`config.mk`:
```
export PLATFORM = sky130hd
export DESIGN_NAME = cpp_top
export DESIGN_NICKNAME = d
export VERILOG_FILES = /design/src/inc/cpp_pkg.sv /design/src/logic/cpp_top.sv /design/src/logic/cpp_ptr_regs.sv /design/src/logic/cpp_wide16.sv
export SDC_FILE = /design/constraint.sdc
export NUM_CORES = 1
export LEC_CHECK = 0
export BUFFER_PORTS_ARGS = -buffer_cell sky130_fd_sc_hd__buf_2
export CORE_MARGIN = 5
export CORE_UTILIZATION = 48
export CTS_BUF_LIST = sky130_fd_sc_hd__clkbuf_2 sky130_fd_sc_hd__clkbuf_4 sky130_fd_sc_hd__clkbuf_8
export CTS_CLUSTER_DIAMETER = 100
export DETAILED_ROUTE_END_ITERATION = 8
export GPL_TIMING_DRIVEN = 1
export MAX_ROUTING_LAYER = met4
export PLACE_DENSITY = 0.69
export RECOVER_POWER = 25
export SLEW_MARGIN = 40
export SYNTH_ARGS = -nofsm -noshare
export SYNTH_HDL_FRONTEND = slang
export SYNTH_SLANG_ARGS = --single-unit
```
`constraint.sdc`:
```
create_clock -name clock -period 23.4 [get_ports clock]
set_input_delay 3.51 -clock clock [delete_from_list [all_inputs] [get_ports clock]]
set_output_delay 3.51 -clock clock [all_outputs]
set_load 0.02 [all_outputs]
```
`src/inc/cpp_pkg.sv`:
```
// Constants and types shared by the pointer, wide-register and protect logic
// Function
// RL1 - Working registers unreachable by data memory accesses
// RL2 - Top six registers form three 16-bit pointers
// RL3 - Program load and indirect jumps use pointer_c only
// RL4 - Lower register is low byte of pointer
// RL5 - Pointers support displacement, post-increment, pre-decrement
// RL6 - Wide registers reached through shared temporary byte
// RL7 - Low write to temp; high write commits both
// RL8 - Low read captures high byte into temp
// RL9 - Software accesses low byte before high byte
// RL10 - Temporary byte register directly readable and writable
// RL11 - Software masks interrupts around two-byte accesses
// RL12 - Protected changes need a prior valid signature
// RL13 - Two unlock modes: protected io, self program
// RL14 - Software writes protected register within four instructions
// RL15 - Software sets change-enable bit in same write
// RL16 - Io window closes on writes, nvm access, sleep
// RL17 - Software runs protected store within four instructions
// RL18 - Program window closes on nvm access or sleep
// RL19 - No interrupt serviced while window is open
// RL20 - Pending interrupts serviced once window closes
// RL21 - 0x9d opens program mode, 0xd8 opens io mode
// RL22 - Key reads mode bits 1:0, bits 7:2 zero
// RL23 - Other key values change no protection state
// RL24 - Window counts four executed instructions, then expires
package cpp_pkg;
	localparam logic [7:0] SIG_SPM = 8'h9d;
	localparam logic [7:0] SIG_IO = 8'hd8;
	localparam logic [7:0] IDX_CCP = 8'h04;
	localparam logic [7:0] IDX_SPL = 8'h0d;
	localparam logic [7:0] IDX_SPH = 8'h0e;
	localparam logic [7:0] IDX_STATUS_FLAGS = 8'h0f;
	localparam logic [7:0] IDX_TMP = 8'h10;
	localparam int CCP_IO_BIT = 0;
	localparam int CCP_SPM_BIT = 1;
	localparam int STATUS_FLAGS_I_BIT = 7;
	localparam logic [2:0] WIN_INSNS = 3'h4;
	localparam logic [7:0] RST_STATUS_FLAGS = 8'h00;
	localparam logic [15:0] RST_SP = 16'h0000;
	localparam logic [4:0] PTR_A_LO = 5'h1a;
	typedef enum logic [1:0] {PTR_A, PTR_B, PTR_C} cpp_ptr_sel_t;
	typedef enum logic [1:0] {MODE_DISP, MODE_POSTINC, MODE_PREDEC}
		cpp_ptr_mode_t;
	typedef enum logic [1:0] {KIND_LDST, KIND_PMLOAD, KIND_INDIRECT}
		cpp_ptr_kind_t;
	typedef enum {ST_IDLE, ST_IO, ST_SPM} cpp_win_t;
endpackage

```
`src/logic/cpp_top.sv`:
```
// Processor support: pointers, wide register access and change protection
//
// Register access over APB is this design's own decision.
`timescale 1ns/100ps
module cpp_top #(
	parameter int AW = 12,
	parameter logic [15:0] SP_RESET = cpp_pkg::RST_SP
) (
	input wire logic clock, // Core clock, 100 MHz
	input wire logic rst, // Async reset, high
	input wire logic psel, // APB select
	input wire logic penable, // APB enable
	input wire logic pwrite, // APB direction
	input wire logic [AW-1:0] paddr, // APB byte address
	input wire logic [31:0] pwdata, // APB write data
	input wire logic [3:0] pstrb, // APB write strobes
	output logic [31:0] prdata, // APB read data
	output logic pready, // APB ready
	output logic pslverr, // APB error
	input wire logic insn_done, // One instruction retired
	input wire logic cpu_mem_wr, // Core write to io or data memory
	input wire logic nvm_access, // Core access to flash, nvm or eeprom
	input wire logic sleep_exec, // Sleep instruction executed
	input wire logic irq_pending, // Interrupt request pending
	output logic irq_take_q, // Interrupt may be serviced
	output logic io_unlock_q, // Protected io writes allowed
	output logic spm_unlock_q, // Protected store allowed
	input wire logic sp_ld, // Core loads stack pointer
	input wire logic [15:0] sp_in, // Stack pointer load value
	output logic [15:0] sp_q, // Stack pointer
	input wire logic status_flags_ld, // Core loads status flags
	input wire logic [7:0] status_flags_in, // Status flags load value
	output logic [7:0] status_flags_q, // Status flags
	input wire logic rf_wr_en, // Register write strobe
	input wire logic [4:0] rf_wr_idx, // Register to write
	input wire logic [7:0] rf_wr_data, // Register write data
	input wire logic [4:0] rf_rd_idx, // Register to read
	output logic [7:0] rf_rd_data_q, // Register read data
	input wire logic ptr_req, // Address generation strobe
	input wire cpp_pkg::cpp_ptr_sel_t ptr_sel, // Pointer select
	input wire cpp_pkg::cpp_ptr_mode_t ptr_mode, // Addressing mode
	input wire cpp_pkg::cpp_ptr_kind_t ptr_kind, // Instruction kind
	input wire logic [5:0] ptr_disp, // Displacement
	output logic [15:0] addr_q, // Generated address
	output logic addr_valid_q, // Address valid pulse
	output logic ptr_err_q // Illegal pointer pulse
);
	typedef enum {SEL_NONE, SEL_CCP, SEL_SPL, SEL_SPH, SEL_STATUS_FLAGS, SEL_TMP}
		cpp_sel_t;
	typedef struct packed {
		cpp_pkg::cpp_win_t win;
		logic [2:0] cnt;
		logic io;
		logic self_program_mode;
		logic [7:0] status_flags;
		logic irq_take;
		logic rdy;
		logic err;
		logic [31:0] rdata;
	} cpp_top_st_t;
	cpp_top_st_t s_q;
	cpp_top_st_t s_d;
	cpp_sel_t sel;
	logic setup;
	logic acc;
	logic wr;
	logic rd;
	logic sig_wr;
	logic io_wr_other;
	logic [7:0] sp_tmp;

	// Working registers have no bus index, so no access can reach them
	function automatic cpp_sel_t decode(input logic [AW-1:0] a);
		logic [AW-3:0] idx;
		idx = a[AW-1:2];
		if (a[1:0] != 2'b00) begin
			decode = SEL_NONE;
		end else if (idx == (AW-2)'(cpp_pkg::IDX_CCP)) begin
			decode = SEL_CCP;
		end else if (idx == (AW-2)'(cpp_pkg::IDX_SPL)) begin
			decode = SEL_SPL;
		end else if (idx == (AW-2)'(cpp_pkg::IDX_SPH)) begin
			decode = SEL_SPH;
		end else if (idx == (AW-2)'(cpp_pkg::IDX_STATUS_FLAGS)) begin
			decode = SEL_STATUS_FLAGS;
		end else if (idx == (AW-2)'(cpp_pkg::IDX_TMP)) begin
			decode = SEL_TMP; // RL10
		end else begin
			decode = SEL_NONE; // RL1
		end
	endfunction

	assign sel = decode(paddr);
	assign setup = psel && !penable;
	assign acc = psel && penable && s_q.rdy;
	assign wr = acc && pwrite && pstrb[0] && sel != SEL_NONE;
	assign rd = acc && !pwrite;
	assign sig_wr = wr && sel == SEL_CCP
		&& (pwdata[7:0] == cpp_pkg::SIG_IO
		|| pwdata[7:0] == cpp_pkg::SIG_SPM); // RL23
	assign io_wr_other = wr && sel != SEL_CCP;

	cpp_wide16 #(
		.RESET_VAL(SP_RESET)
	) u_sp (
		.clock(clock),
		.rst(rst),
		.wr_lo(wr && sel == SEL_SPL), // RL6
		.wr_hi(wr && sel == SEL_SPH),
		.rd_lo(rd && sel == SEL_SPL),
		.wr_tmp(wr && sel == SEL_TMP),
		.din(pwdata[7:0]),
		.hw_ld(sp_ld),
		.hw_val(sp_in),
		.val_q(sp_q),
		.tmp_q(sp_tmp)
	);

	cpp_ptr_regs u_rf (
		.clock(clock),
		.rst(rst),
		.wr_en(rf_wr_en),
		.wr_idx(rf_wr_idx),
		.wr_data(rf_wr_data),
		.rd_idx(rf_rd_idx),
		.rd_data_q(rf_rd_data_q),
		.ptr_req(ptr_req),
		.ptr_sel(ptr_sel),
		.ptr_mode(ptr_mode),
		.ptr_kind(ptr_kind),
		.ptr_disp(ptr_disp),
		.addr_q(addr_q),
		.addr_valid_q(addr_valid_q),
		.ptr_err_q(ptr_err_q)
	);

	always_comb begin
		s_d = s_q;
		// Zero-wait slave: ready is raised for exactly one access cycle
		s_d.rdy = setup;
		if (setup) begin
			s_d.err = sel == SEL_NONE;
			if (sel == SEL_CCP) begin
				s_d.rdata = {30'h0, s_q.self_program_mode, s_q.io}; // RL22
			end else if (sel == SEL_SPL) begin
				s_d.rdata = {24'h000000, sp_q[7:0]};
			end else if (sel == SEL_SPH) begin
				s_d.rdata = {24'h000000, sp_tmp}; // RL8
			end else if (sel == SEL_STATUS_FLAGS) begin
				s_d.rdata = {24'h000000, s_q.status_flags};
			end else if (sel == SEL_TMP) begin
				s_d.rdata = {24'h000000, sp_tmp}; // RL10
			end else begin
				s_d.rdata = 32'h00000000;
			end
		end else if (acc) begin
			s_d.err = 1'b0;
		end
		if (status_flags_ld) begin
			s_d.status_flags = status_flags_in;
		end
		if (wr && sel == SEL_STATUS_FLAGS) begin
			s_d.status_flags = pwdata[7:0];
		end
		case (s_q.win)
			cpp_pkg::ST_IO: begin
				if (cpu_mem_wr || nvm_access || sleep_exec || io_wr_other) begin
					s_d.win = cpp_pkg::ST_IDLE; // RL16
				end else if (insn_done) begin
					if (s_q.cnt <= 3'h1) begin
						s_d.win = cpp_pkg::ST_IDLE; // RL24
					end
					s_d.cnt = s_q.cnt - 3'h1;
				end
			end
			cpp_pkg::ST_SPM: begin
				if (nvm_access || sleep_exec) begin
					s_d.win = cpp_pkg::ST_IDLE; // RL18
				end else if (insn_done) begin
					if (s_q.cnt <= 3'h1) begin
						s_d.win = cpp_pkg::ST_IDLE; // RL24
					end
					s_d.cnt = s_q.cnt - 3'h1;
				end
			end
			default: begin
				s_d.cnt = 3'h0;
			end
		endcase
		// A new signature restarts the count; the key write itself is
		// not one of the counted instructions
		if (sig_wr) begin
			s_d.cnt = cpp_pkg::WIN_INSNS; // RL24
			if (pwdata[7:0] == cpp_pkg::SIG_IO) begin
				s_d.win = cpp_pkg::ST_IO; // RL13 RL21
			end else begin
				s_d.win = cpp_pkg::ST_SPM; // RL13 RL21
			end
		end
		s_d.io = s_d.win == cpp_pkg::ST_IO; // RL12
		s_d.self_program_mode = s_d.win == cpp_pkg::ST_SPM; // RL12
		// Requests stay pending upstream; only the grant is withheld
		s_d.irq_take = irq_pending && s_d.status_flags[cpp_pkg::STATUS_FLAGS_I_BIT]
			&& s_d.win == cpp_pkg::ST_IDLE; // RL19 RL20
	end

	always_ff @(posedge clock or posedge rst) begin
		if (rst) begin
			s_q <= '{win: cpp_pkg::ST_IDLE, cnt: 3'h0, io: 1'b0, self_program_mode: 1'b0,
				status_flags: cpp_pkg::RST_STATUS_FLAGS, irq_take: 1'b0, rdy: 1'b0,
				err: 1'b0, rdata: 32'h00000000};
		end else begin
			s_q <= s_d;
		end
	end

	assign prdata = s_q.rdata;
	assign pready = s_q.rdy;
	assign pslverr = s_q.err;
	assign irq_take_q = s_q.irq_take;
	assign io_unlock_q = s_q.io;
	assign spm_unlock_q = s_q.self_program_mode;
	assign status_flags_q = s_q.status_flags;

	AST_SIG_IO: assert property (@(posedge clock) disable iff (rst) // RL21
		wr && sel == SEL_CCP && pwdata[7:0] == cpp_pkg::SIG_IO
		|=> io_unlock_q && !spm_unlock_q)
		else $error("io signature did not open io window");
	AST_SIG_SPM: assert property (@(posedge clock) disable iff (rst) // RL21
		wr && sel == SEL_CCP && pwdata[7:0] == cpp_pkg::SIG_SPM
		|=> spm_unlock_q && !io_unlock_q)
		else $error("program signature did not open program window");
	AST_BAD_SIG: assert property (@(posedge clock) disable iff (rst) // RL23
		wr && sel == SEL_CCP && !sig_wr && !io_unlock_q && !spm_unlock_q
		|=> !io_unlock_q && !spm_unlock_q)
		else $error("bad key value opened a window");
	AST_CCP_READ: assert property (@(posedge clock) disable iff (rst) // RL22
		setup && sel == SEL_CCP
		|=> prdata == {30'h0, $past(spm_unlock_q), $past(io_unlock_q)})
		else $error("key register read value wrong");
	AST_WIN_LIVE: assert property (@(posedge clock) disable iff (rst) // RL24
		sig_wr && pwdata[7:0] == cpp_pkg::SIG_IO ##1
		(insn_done && !cpu_mem_wr && !nvm_access && !sleep_exec && !wr)[*3]
		|=> io_unlock_q)
		else $error("io window closed before fourth instruction");
	AST_WIN_EXPIRE: assert property (@(posedge clock) disable iff (rst) // RL24
		sig_wr && pwdata[7:0] == cpp_pkg::SIG_IO ##1
		(insn_done && !cpu_mem_wr && !nvm_access && !sleep_exec && !wr)[*4]
		|=> !io_unlock_q)
		else $error("io window outlived four instructions");
	AST_IO_CLOSE: assert property (@(posedge clock) disable iff (rst) // RL16
		io_unlock_q && (cpu_mem_wr || nvm_access || sleep_exec) && !sig_wr
		|=> !io_unlock_q)
		else $error("io window survived a closing event");
	AST_SPM_CLOSE: assert property (@(posedge clock) disable iff (rst) // RL18
		spm_unlock_q && (nvm_access || sleep_exec) && !sig_wr
		|=> !spm_unlock_q)
		else $error("program window survived a closing event");
	AST_IRQ_HOLD: assert property (@(posedge clock) disable iff (rst) // RL19
		io_unlock_q || spm_unlock_q |-> !irq_take_q)
		else $error("interrupt granted inside protection window");
	AST_IRQ_RESUME: assert property (@(posedge clock) disable iff (rst) // RL20
		!io_unlock_q && !spm_unlock_q && irq_pending && !sig_wr && !status_flags_ld
		&& !(wr && sel == SEL_STATUS_FLAGS) && status_flags_q[cpp_pkg::STATUS_FLAGS_I_BIT]
		|=> irq_take_q)
		else $error("pending interrupt not granted outside window");
endmodule

```
`src/logic/cpp_ptr_regs.sv`:
```
// Working register file with pointer address generation
`timescale 1ns/100ps
module cpp_ptr_regs (
	input wire logic clock, // Core clock
	input wire logic rst, // Async reset, high
	input wire logic wr_en, // Register write strobe
	input wire logic [4:0] wr_idx, // Register number to write
	input wire logic [7:0] wr_data, // Write data
	input wire logic [4:0] rd_idx, // Register number to read
	output logic [7:0] rd_data_q, // Read data, one cycle later
	input wire logic ptr_req, // Address generation strobe
	input wire cpp_pkg::cpp_ptr_sel_t ptr_sel, // Pointer select
	input wire cpp_pkg::cpp_ptr_mode_t ptr_mode, // Addressing mode
	input wire cpp_pkg::cpp_ptr_kind_t ptr_kind, // Instruction kind
	input wire logic [5:0] ptr_disp, // Unsigned displacement
	output logic [15:0] addr_q, // Generated address
	output logic addr_valid_q, // Address valid pulse
	output logic ptr_err_q // Illegal pointer pulse
);
	typedef struct packed {
		logic [31:0][7:0] regs;
		logic [7:0] rd;
		logic [15:0] addr;
		logic vld;
		logic err;
	} cpp_rf_st_t;
	cpp_rf_st_t s_q;
	cpp_rf_st_t s_d;
	logic [4:0] lo;
	logic [4:0] hi;
	logic [15:0] base;
	logic [15:0] nb;

	function automatic logic [4:0] lo_idx(input cpp_pkg::cpp_ptr_sel_t sel);
		lo_idx = cpp_pkg::PTR_A_LO + {2'h0, sel, 1'b0}; // RL2
	endfunction

	assign lo = lo_idx(ptr_sel);
	assign hi = {lo[4:1], 1'b1};
	assign base = {s_q.regs[hi], s_q.regs[lo]}; // RL4

	always_comb begin
		s_d = s_q;
		nb = base;
		s_d.vld = 1'b0;
		s_d.err = 1'b0;
		s_d.rd = s_q.regs[rd_idx];
		if (wr_en) begin
			s_d.regs[wr_idx] = wr_data;
		end
		if (ptr_req) begin
			if (ptr_kind != cpp_pkg::KIND_LDST && ptr_sel != cpp_pkg::PTR_C) begin
				s_d.err = 1'b1; // RL3
			end else if (ptr_kind == cpp_pkg::KIND_INDIRECT) begin
				s_d.addr = base; // RL3
				s_d.vld = 1'b1;
			end else begin
				s_d.vld = 1'b1;
				case (ptr_mode)
					cpp_pkg::MODE_POSTINC: begin
						s_d.addr = base; // RL5
						nb = base + 16'h0001;
					end
					cpp_pkg::MODE_PREDEC: begin
						nb = base - 16'h0001; // RL5
						s_d.addr = nb;
					end
					default: begin
						s_d.addr = base + {10'h000, ptr_disp}; // RL5
					end
				endcase
				// Pointer update overrides a plain write to the same register
				s_d.regs[lo] = nb[7:0];
				s_d.regs[hi] = nb[15:8];
			end
		end
	end

	always_ff @(posedge clock or posedge rst) begin
		if (rst) begin
			s_q <= '0;
		end else begin
			s_q <= s_d;
		end
	end

	assign rd_data_q = s_q.rd;
	assign addr_q = s_q.addr;
	assign addr_valid_q = s_q.vld;
	assign ptr_err_q = s_q.err;

	AST_PTR_C_ONLY: assert property (@(posedge clock) disable iff (rst) // RL3
		ptr_req && ptr_kind != cpp_pkg::KIND_LDST && ptr_sel != cpp_pkg::PTR_C
		|=> ptr_err_q && !addr_valid_q)
		else $error("non-c pointer accepted for program load or jump");
	AST_BYTE_ORDER: assert property (@(posedge clock) disable iff (rst) // RL4
		ptr_req && ptr_kind == cpp_pkg::KIND_INDIRECT && ptr_sel == cpp_pkg::PTR_C
		|=> addr_valid_q && addr_q == {$past(s_q.regs[31]), $past(s_q.regs[30])})
		else $error("indirect target byte order wrong");
	AST_POSTINC: assert property (@(posedge clock) disable iff (rst) // RL5
		ptr_req && ptr_kind == cpp_pkg::KIND_LDST
		&& ptr_mode == cpp_pkg::MODE_POSTINC
		|=> addr_q == $past(base) && base == $past(base) + 16'h0001)
		else $error("post-increment address or update wrong");
endmodule

```
`src/logic/cpp_wide16.sv`:
```
// Sixteen-bit register reached byte-wise through a shared temporary byte
`timescale 1ns/100ps
module cpp_wide16 #(
	parameter logic [15:0] RESET_VAL = cpp_pkg::RST_SP
) (
	input wire logic clock, // Core clock
	input wire logic rst, // Async reset, high
	input wire logic wr_lo, // Low byte write strobe
	input wire logic wr_hi, // High byte write strobe
	input wire logic rd_lo, // Low byte read strobe
	input wire logic wr_tmp, // Direct temp write strobe
	input wire logic [7:0] din, // Byte write data
	input wire logic hw_ld, // Parallel load from the core
	input wire logic [15:0] hw_val, // Parallel load value
	output logic [15:0] val_q, // Register value
	output logic [7:0] tmp_q // Temporary byte
);
	typedef struct packed {
		logic [15:0] val;
		logic [7:0] tmp;
	} cpp_w16_st_t;
	cpp_w16_st_t s_q;
	cpp_w16_st_t s_d;

	always_comb begin
		s_d = s_q;
		if (hw_ld) begin
			s_d.val = hw_val;
		end
		if (wr_lo || wr_tmp) begin
			s_d.tmp = din; // RL7 RL10
		end else if (rd_lo) begin
			s_d.tmp = s_q.val[15:8]; // RL8
		end
		if (wr_hi) begin
			s_d.val = {din, s_q.tmp}; // RL7
		end
	end

	always_ff @(posedge clock or posedge rst) begin
		if (rst) begin
			s_q <= '{val: RESET_VAL, tmp: 8'h00};
		end else begin
			s_q <= s_d;
		end
	end

	assign val_q = s_q.val;
	assign tmp_q = s_q.tmp;

	AST_WRITE_PAIR: assert property (@(posedge clock) disable iff (rst) // RL7
		wr_hi && !wr_lo && !wr_tmp
		|=> val_q == {$past(din), $past(tmp_q)})
		else $error("high write did not commit captured low byte");
	AST_READ_CAPTURE: assert property (@(posedge clock) disable iff (rst) // RL8
		rd_lo && !wr_lo && !wr_tmp |=> tmp_q == $past(val_q[15:8]))
		else $error("low read did not capture high byte");
endmodule

```
# After elaboration in Yosys (flattened, before gate mapping)
# Index checks and enable logic that the tools add are counted.
word_totals:
  out_inout_bits: 87
  input_bits: 116
  register_bits: 386
  wordCells: 182
op_classes:
  n_lt_le_gt_ge: 8
  addsub: 5
  n_eq_ne: 23
  n_reduce_logical: 40
  n_bitwise: 1
  mux: 57
op_table:
  columns: ["op", "count"]
  rows:
  - ["$mux 256", 4]
  - ["$bwmux 256", 3]
  - ["$mux 32", 7]
  - ["$eq 32x2->1 const B", 3]
  - ["$eq 32x3->1 const B", 3]
  - ["$mux 8", 11]
  - ["$bmux 8 s5", 2]
  - ["$demux 8 s5", 2]
  - ["$mux 16", 5]
  - ["$mux 35", 2]
  - ["$eq 32x4->1 const B", 2]
  - ["$logic_not 32->1", 2]
  - ["$pmux 16 s2", 2]
  - ["$pmux 32 s2", 1]
  - ["$bmux 8 s4", 1]
  - ["$demux 8 s4", 1]
  - ["$eq 32x1->1 const B", 1]
  - ["$ne 32x2->1 const B", 1]
  - ["$reduce_bool 32->1", 1]
  - ["$eq 10x4->1 const B", 3]
  - ["$lt 5x6->1 const B", 4]
  - ["$mux 3", 8]
  - ["$logic_and 1x1->1", 21]
  - ["$mux 17", 1]
  - ["22 further kinds", 43]

# Logic depth before layout (Yosys ltp)
logic_depth:
  ltp_word: 16
  ltp_mapped: 18

# Cells and area by module
# From an unflattened synthesis, not the netlist that was laid out.
hier_totals:
  hier_cells: 1864
  hier_area_um2: 21236.6
modules_own_cells:
  columns: ["mod", "instances", "area_each_um2", "cells_per_inst"]
  rows:
  - ["cpp_ptr_regs", 1, 17038.8, 1455]
  - ["cpp_top", 1, 3041.7, 304]
  - ["cpp_wide16", 1, 1156.1, 105]

# Worst setup path before layout
# Ideal clock, no wire load.
synth_path:
  kind: "input-to-reg"
  startpoint: "in ptr_sel[0]"
  endpoint: "reg u_rf.s_q (netlist bit u_rf.addr_q[7])"
  n_path_buf: 4
  t_arrival_ns: 7.253
  setup_time_ns: 0.137
  path_stages: 17
  slack_ns: 16.010
  required_time_ns: 23.263
  path_cell_list: "buf_4 > inv_1 > buf_2 > ha_1 > buf_6 > buf_4 > mux4_2 > mux2i_1 > inv_1 > ha_1 > a211oi_1 > o21bai_1 > a31oi_1 > or4_1 > nand2_1 > a221oi_1 > a21oi_1"
synth_between:
  elab_chain_cells: 6
  word_cells_on_any_way: 11
synth_rtl:
  columns: ["element", "line", "rtl"]
  rows:
  - ["start, declared", "cpp_top.sv:40", "input wire cpp_pkg::cpp_ptr_sel_t ptr_sel,"]
  - ["$add 4x4->5", "cpp_ptr_regs.sv:35", "lo_idx = cpp_pkg::PTR_A_LO + {2'h0, sel, 1'b0};"]
  - ["$bmux 8 s5", "cpp_ptr_regs.sv:40", "assign base = {s_q.regs[hi], s_q.regs[lo]};"]
  - ["$mux 8 (implied by the code)", "cpp_ptr_regs.sv:40", null]
  - ["$add 16x6->16 / $sub 16x1->16 (equally long branches)", "cpp_ptr_regs.sv:69, cpp_ptr_regs.sv:65", null]
  - ["$pmux 16 s2", "cpp_ptr_regs.sv:59", "case (ptr_mode)"]
  - ["$mux 17", "cpp_ptr_regs.sv:54", "end else if (ptr_kind == cpp_pkg::KIND_INDIRECT) begin"]
  - ["end signal, assigned", "cpp_ptr_regs.sv:81", "s_q <= '0;"]
  - ["end signal, assigned", "cpp_ptr_regs.sv:83", "s_q <= s_d;"]
  - ["end, declared", "cpp_ptr_regs.sv:27", "cpp_rf_st_t s_q;"]
# Parallel ways exist; a longest one is shown, timed or not. The select of a mux whose other input is x is not followed.
# A chain may end at the register's enable or synchronous reset.

==> metrics <==
status finished with violations; failing checks max-capacitance violations, max-slew violations; H-tree depth 2; DR vias/cell 6.17; drt total wl 61.3 mm; peak supply drop 0.0572 mV; detailed router's first-iteration violation count 1,549; Synth warnings 0; Slew @ Worst Pin 4.17 ns; core area 43,200 sq um; P_leak 10.4 nW; Synth area leader dfrtp_1; CTS clk-pin slew, worst paths 0.05 ns; top_reg_cell synth dfrtp_1; CP top delay family buffers and inverters; power after layout 2.09 mW; top-count cell post-synth dfrtp_1; Hold Vio Cnt, Final 0; pwr/cell area 89.9 nW/um^2; chip height 219 um; Fill cells 3,702; synthesized flop and latch total 362; worst r2r src u_rf.s_q[29]; DIE AREA 48,100 sq um; gpl congestion 0.960; post-route antenna net violation count 0; critical path's slowest cell clkbuf_1; switching share of power 33.8%; Post-Route Setup TNS 0 ns; Die Wd 219 um; post-synth top area share 43.1%; Core Util, Final 53.8%; Setup Fix Bufs, Post-CTS 0; global route overflow 0; Area growth syn-to-layout 10.4%; clock tree buffer depth 3; Critical Path Start Type input pin; wire per inst 23.8 um; FF-to-FF End u_rf.addr_q[11]; initial antenna violation count 6; Inserted Clock Buffers 60; Final #Nets 2,073; clock tree sinks 362; post-synth cell types 85; max frequency 0.102 GHz; FFs w/ async S/R, synth 100%; Sequential Power Share 40.3%; GRT Overall Usage 26.0%; first-pass GRT wire length 94.4 mm; post-route clock period utilization 41.7%; Critical Path Fanout Max 95; I/O pin count 203; Worst R2R Setup Slack 19.27 ns; top post-synthesis cells by area dfrtp_1 43%, mux2_2 12%, mux4_2 11%; 1st-pass router iterations 6; CP bufs+invs 5; Synth Cell Area 21,000 sq um; CTS tree done; DR vias 15,900; buffers added on ports 151; Worst Setup EP u_rf.addr_q[11]; clock latency on the worst-skew pair 0.66 ns; crit path cell chain buf_2 -> clkinvlp_2 -> clkbuf_1 -> buf_6 -> buf_4; Pint 1.38 mW; min-delay worst type flip-flop to flip-flop; r2r worst-path depth 10; Final setup viols 0; Layout Skew 0.0207 ns; Stages on worst setup path 5; Psw 0.706 mW; RSZ-0062 raised after global routing no; critical path launch point rst; Setup crit end kind asynchronous set/reset pin; DPL Wire Length 41.6 mm; Rows 76; most frequent cells after synthesis 362 x dfrtp_1, 219 x mux2_2, 181 x nand2_1; pins over their slew limit 234; mean area per synthesized cell 11.3 sq um; register area share after synthesis 43.1%; post-CTS resize count 0; Worst EP required 24.12 ns; max-cap violation count 3; clock share of power 28.9%; crit path kind input pin to asynchronous set/reset pin; Synth Instances 1,864; Initial Util 48.7%; crit-path max cell delay 2.99 ns; Comb power frac 30.8%; Clock Tree Root clkbuf_8; vias in the first global route 15,800; worst rel slew slack -180%; crit path DAT 10.48 ns; number of flops mapped to enable cells by yosys 0; hold_buf cts 0; largest net degree at the start of global routing 96; Final min period 9.76 ns; share of layout cells above drive strength 1 33.0%; Residual DRC 0
==> flip-flops by register name, summed over array words and instances, names as in the netlist, 8 cells and up <==
register and count:
prdata 8, s_q 35, status_flags_q 8, u_rf.addr_q 16, u_rf.rd_data_q 8, u_rf.s_q 256, u_sp.tmp_q 8, u_sp.val_q 16
==> worst min path at each step <==
stage	startpoint	endpoint	slack, ns	depth (start not counted)
6_report	u_rf.addr_q[0]	u_rf.addr_q[0]	0.48	2
3_3_place_gp	u_rf.addr_q[11]	u_rf.addr_q[11]	0.46	2
4_1_cts	prdata[2]	prdata[2]	0.48	2
5_1_grt	s_q[66]	s_q[66]	0.50	1
2_1_floorplan	u_rf.addr_q[0]	u_rf.addr_q[0]	0.44	2
3_5_place_dp	prdata[2]	prdata[2]	0.47	2
==> cell type report <==
cell class / count / area (sq um) / area share [%]
multi-input combinational: 1316 / 11100 / 47.7
sequential: 362 / 9060 / 39.0
clock buffer: 98 / 1220 / 5.25
timing repair buffer: 175 / 931 / 4.01
tap: 585 / 732 / 3.15
clock inverter: 12 / 101 / 0.437
inverter: 22 / 83.8 / 0.361
antenna: 6 / 15.0 / 0.0647
==> power groups by stage <==
stage	Combinational, mW	Clock (mW)	Sequential, mW
6_report	0.642	0.602	0.841
2_1_floorplan	0.487	0	0.820
4_1_cts	0.631	0.618	0.837
3_3_place_gp	0.608	0	0.839
5_1_grt	0.689	0.645	0.854
3_5_place_dp	0.628	0	0.847
==> kinds of logic (layout without fill, tap and decap cells) <==
group / Yosys count / after routing / share of synthesized area, %
flops: 362 / 362 / 43.1
other cells: 1 / 30 / 0.0178
fa+ha+maj: 20 / 20 / 1.23
buf+inv: 209 / 307 / 5.11
compound gates: 329 / 329 / 9.77
simple gates: 488 / 488 / 11.5
xor+xnor: 11 / 11 / 0.458
mux: 444 / 444 / 28.8
==> stage by stage <==
stage | worst slack (ns) | hold slack (ns) | cell area (sq um) | instances
5_1_grt | 12.00 | 0.500 | 23200 | 2576
2_1_floorplan | 9.84 | 0.444 | 21100 | 1887
3_5_place_dp | 14.01 | 0.466 | 21900 | 2460
3_3_place_gp | 13.90 | 0.459 | 21800 | 2456
6_report | 13.64 | 0.476 | 23200 | 2576
4_1_cts | 14.68 | 0.480 | 23200 | 2570
==> per-layer routing <==
layer / vias up / share of wire [%] / wire length [um] / track usage [%]
met3: 117 / 11 / 6570 / 7.55
met1: 7986 / 40 / 24600 / 34.1
met5: - / 0 / 0 / -
met4: 0 / 3.1 / 1930 / 8.71
met2: 829 / 46 / 28200 / 39.3
li1: 6971 / - / - / -
==> worst register-to-register path: stages (launching register included) <==
cell and delay [ns]:
dfrtp_1 0.40, mux4_2 0.52, mux2i_2 0.54, inv_1 0.51, ha_1 0.48, o21ai_0 0.15
o21bai_1 0.22, a31oi_1 0.24, or2_2 0.39, o41ai_1 0.41, o31ai_1 0.13
==> placed cells by master, fill, tap and decap left out, drive strengths merged, types with 7 or more instances in the layout <==
cell type / instances
dfrtp: 362
mux2: 221
nand2: 181
buf: 171
nor2: 127
mux2i: 118
o21ai: 118
mux4: 105
clkbuf: 101
a21oi: 70
a31oi: 28
and2: 25
conb: 24
nor4: 23
and3: 22
nor2b: 22
a211oi: 20
inv: 20
ha: 19
nand3: 16
a22oi: 16
nor3: 12
o211ai: 11
clkinv: 10
nor4b: 9
xnor2: 8
nand3b: 7
nor3b: 7
or3: 7
(Power assumes the default switching activity.)
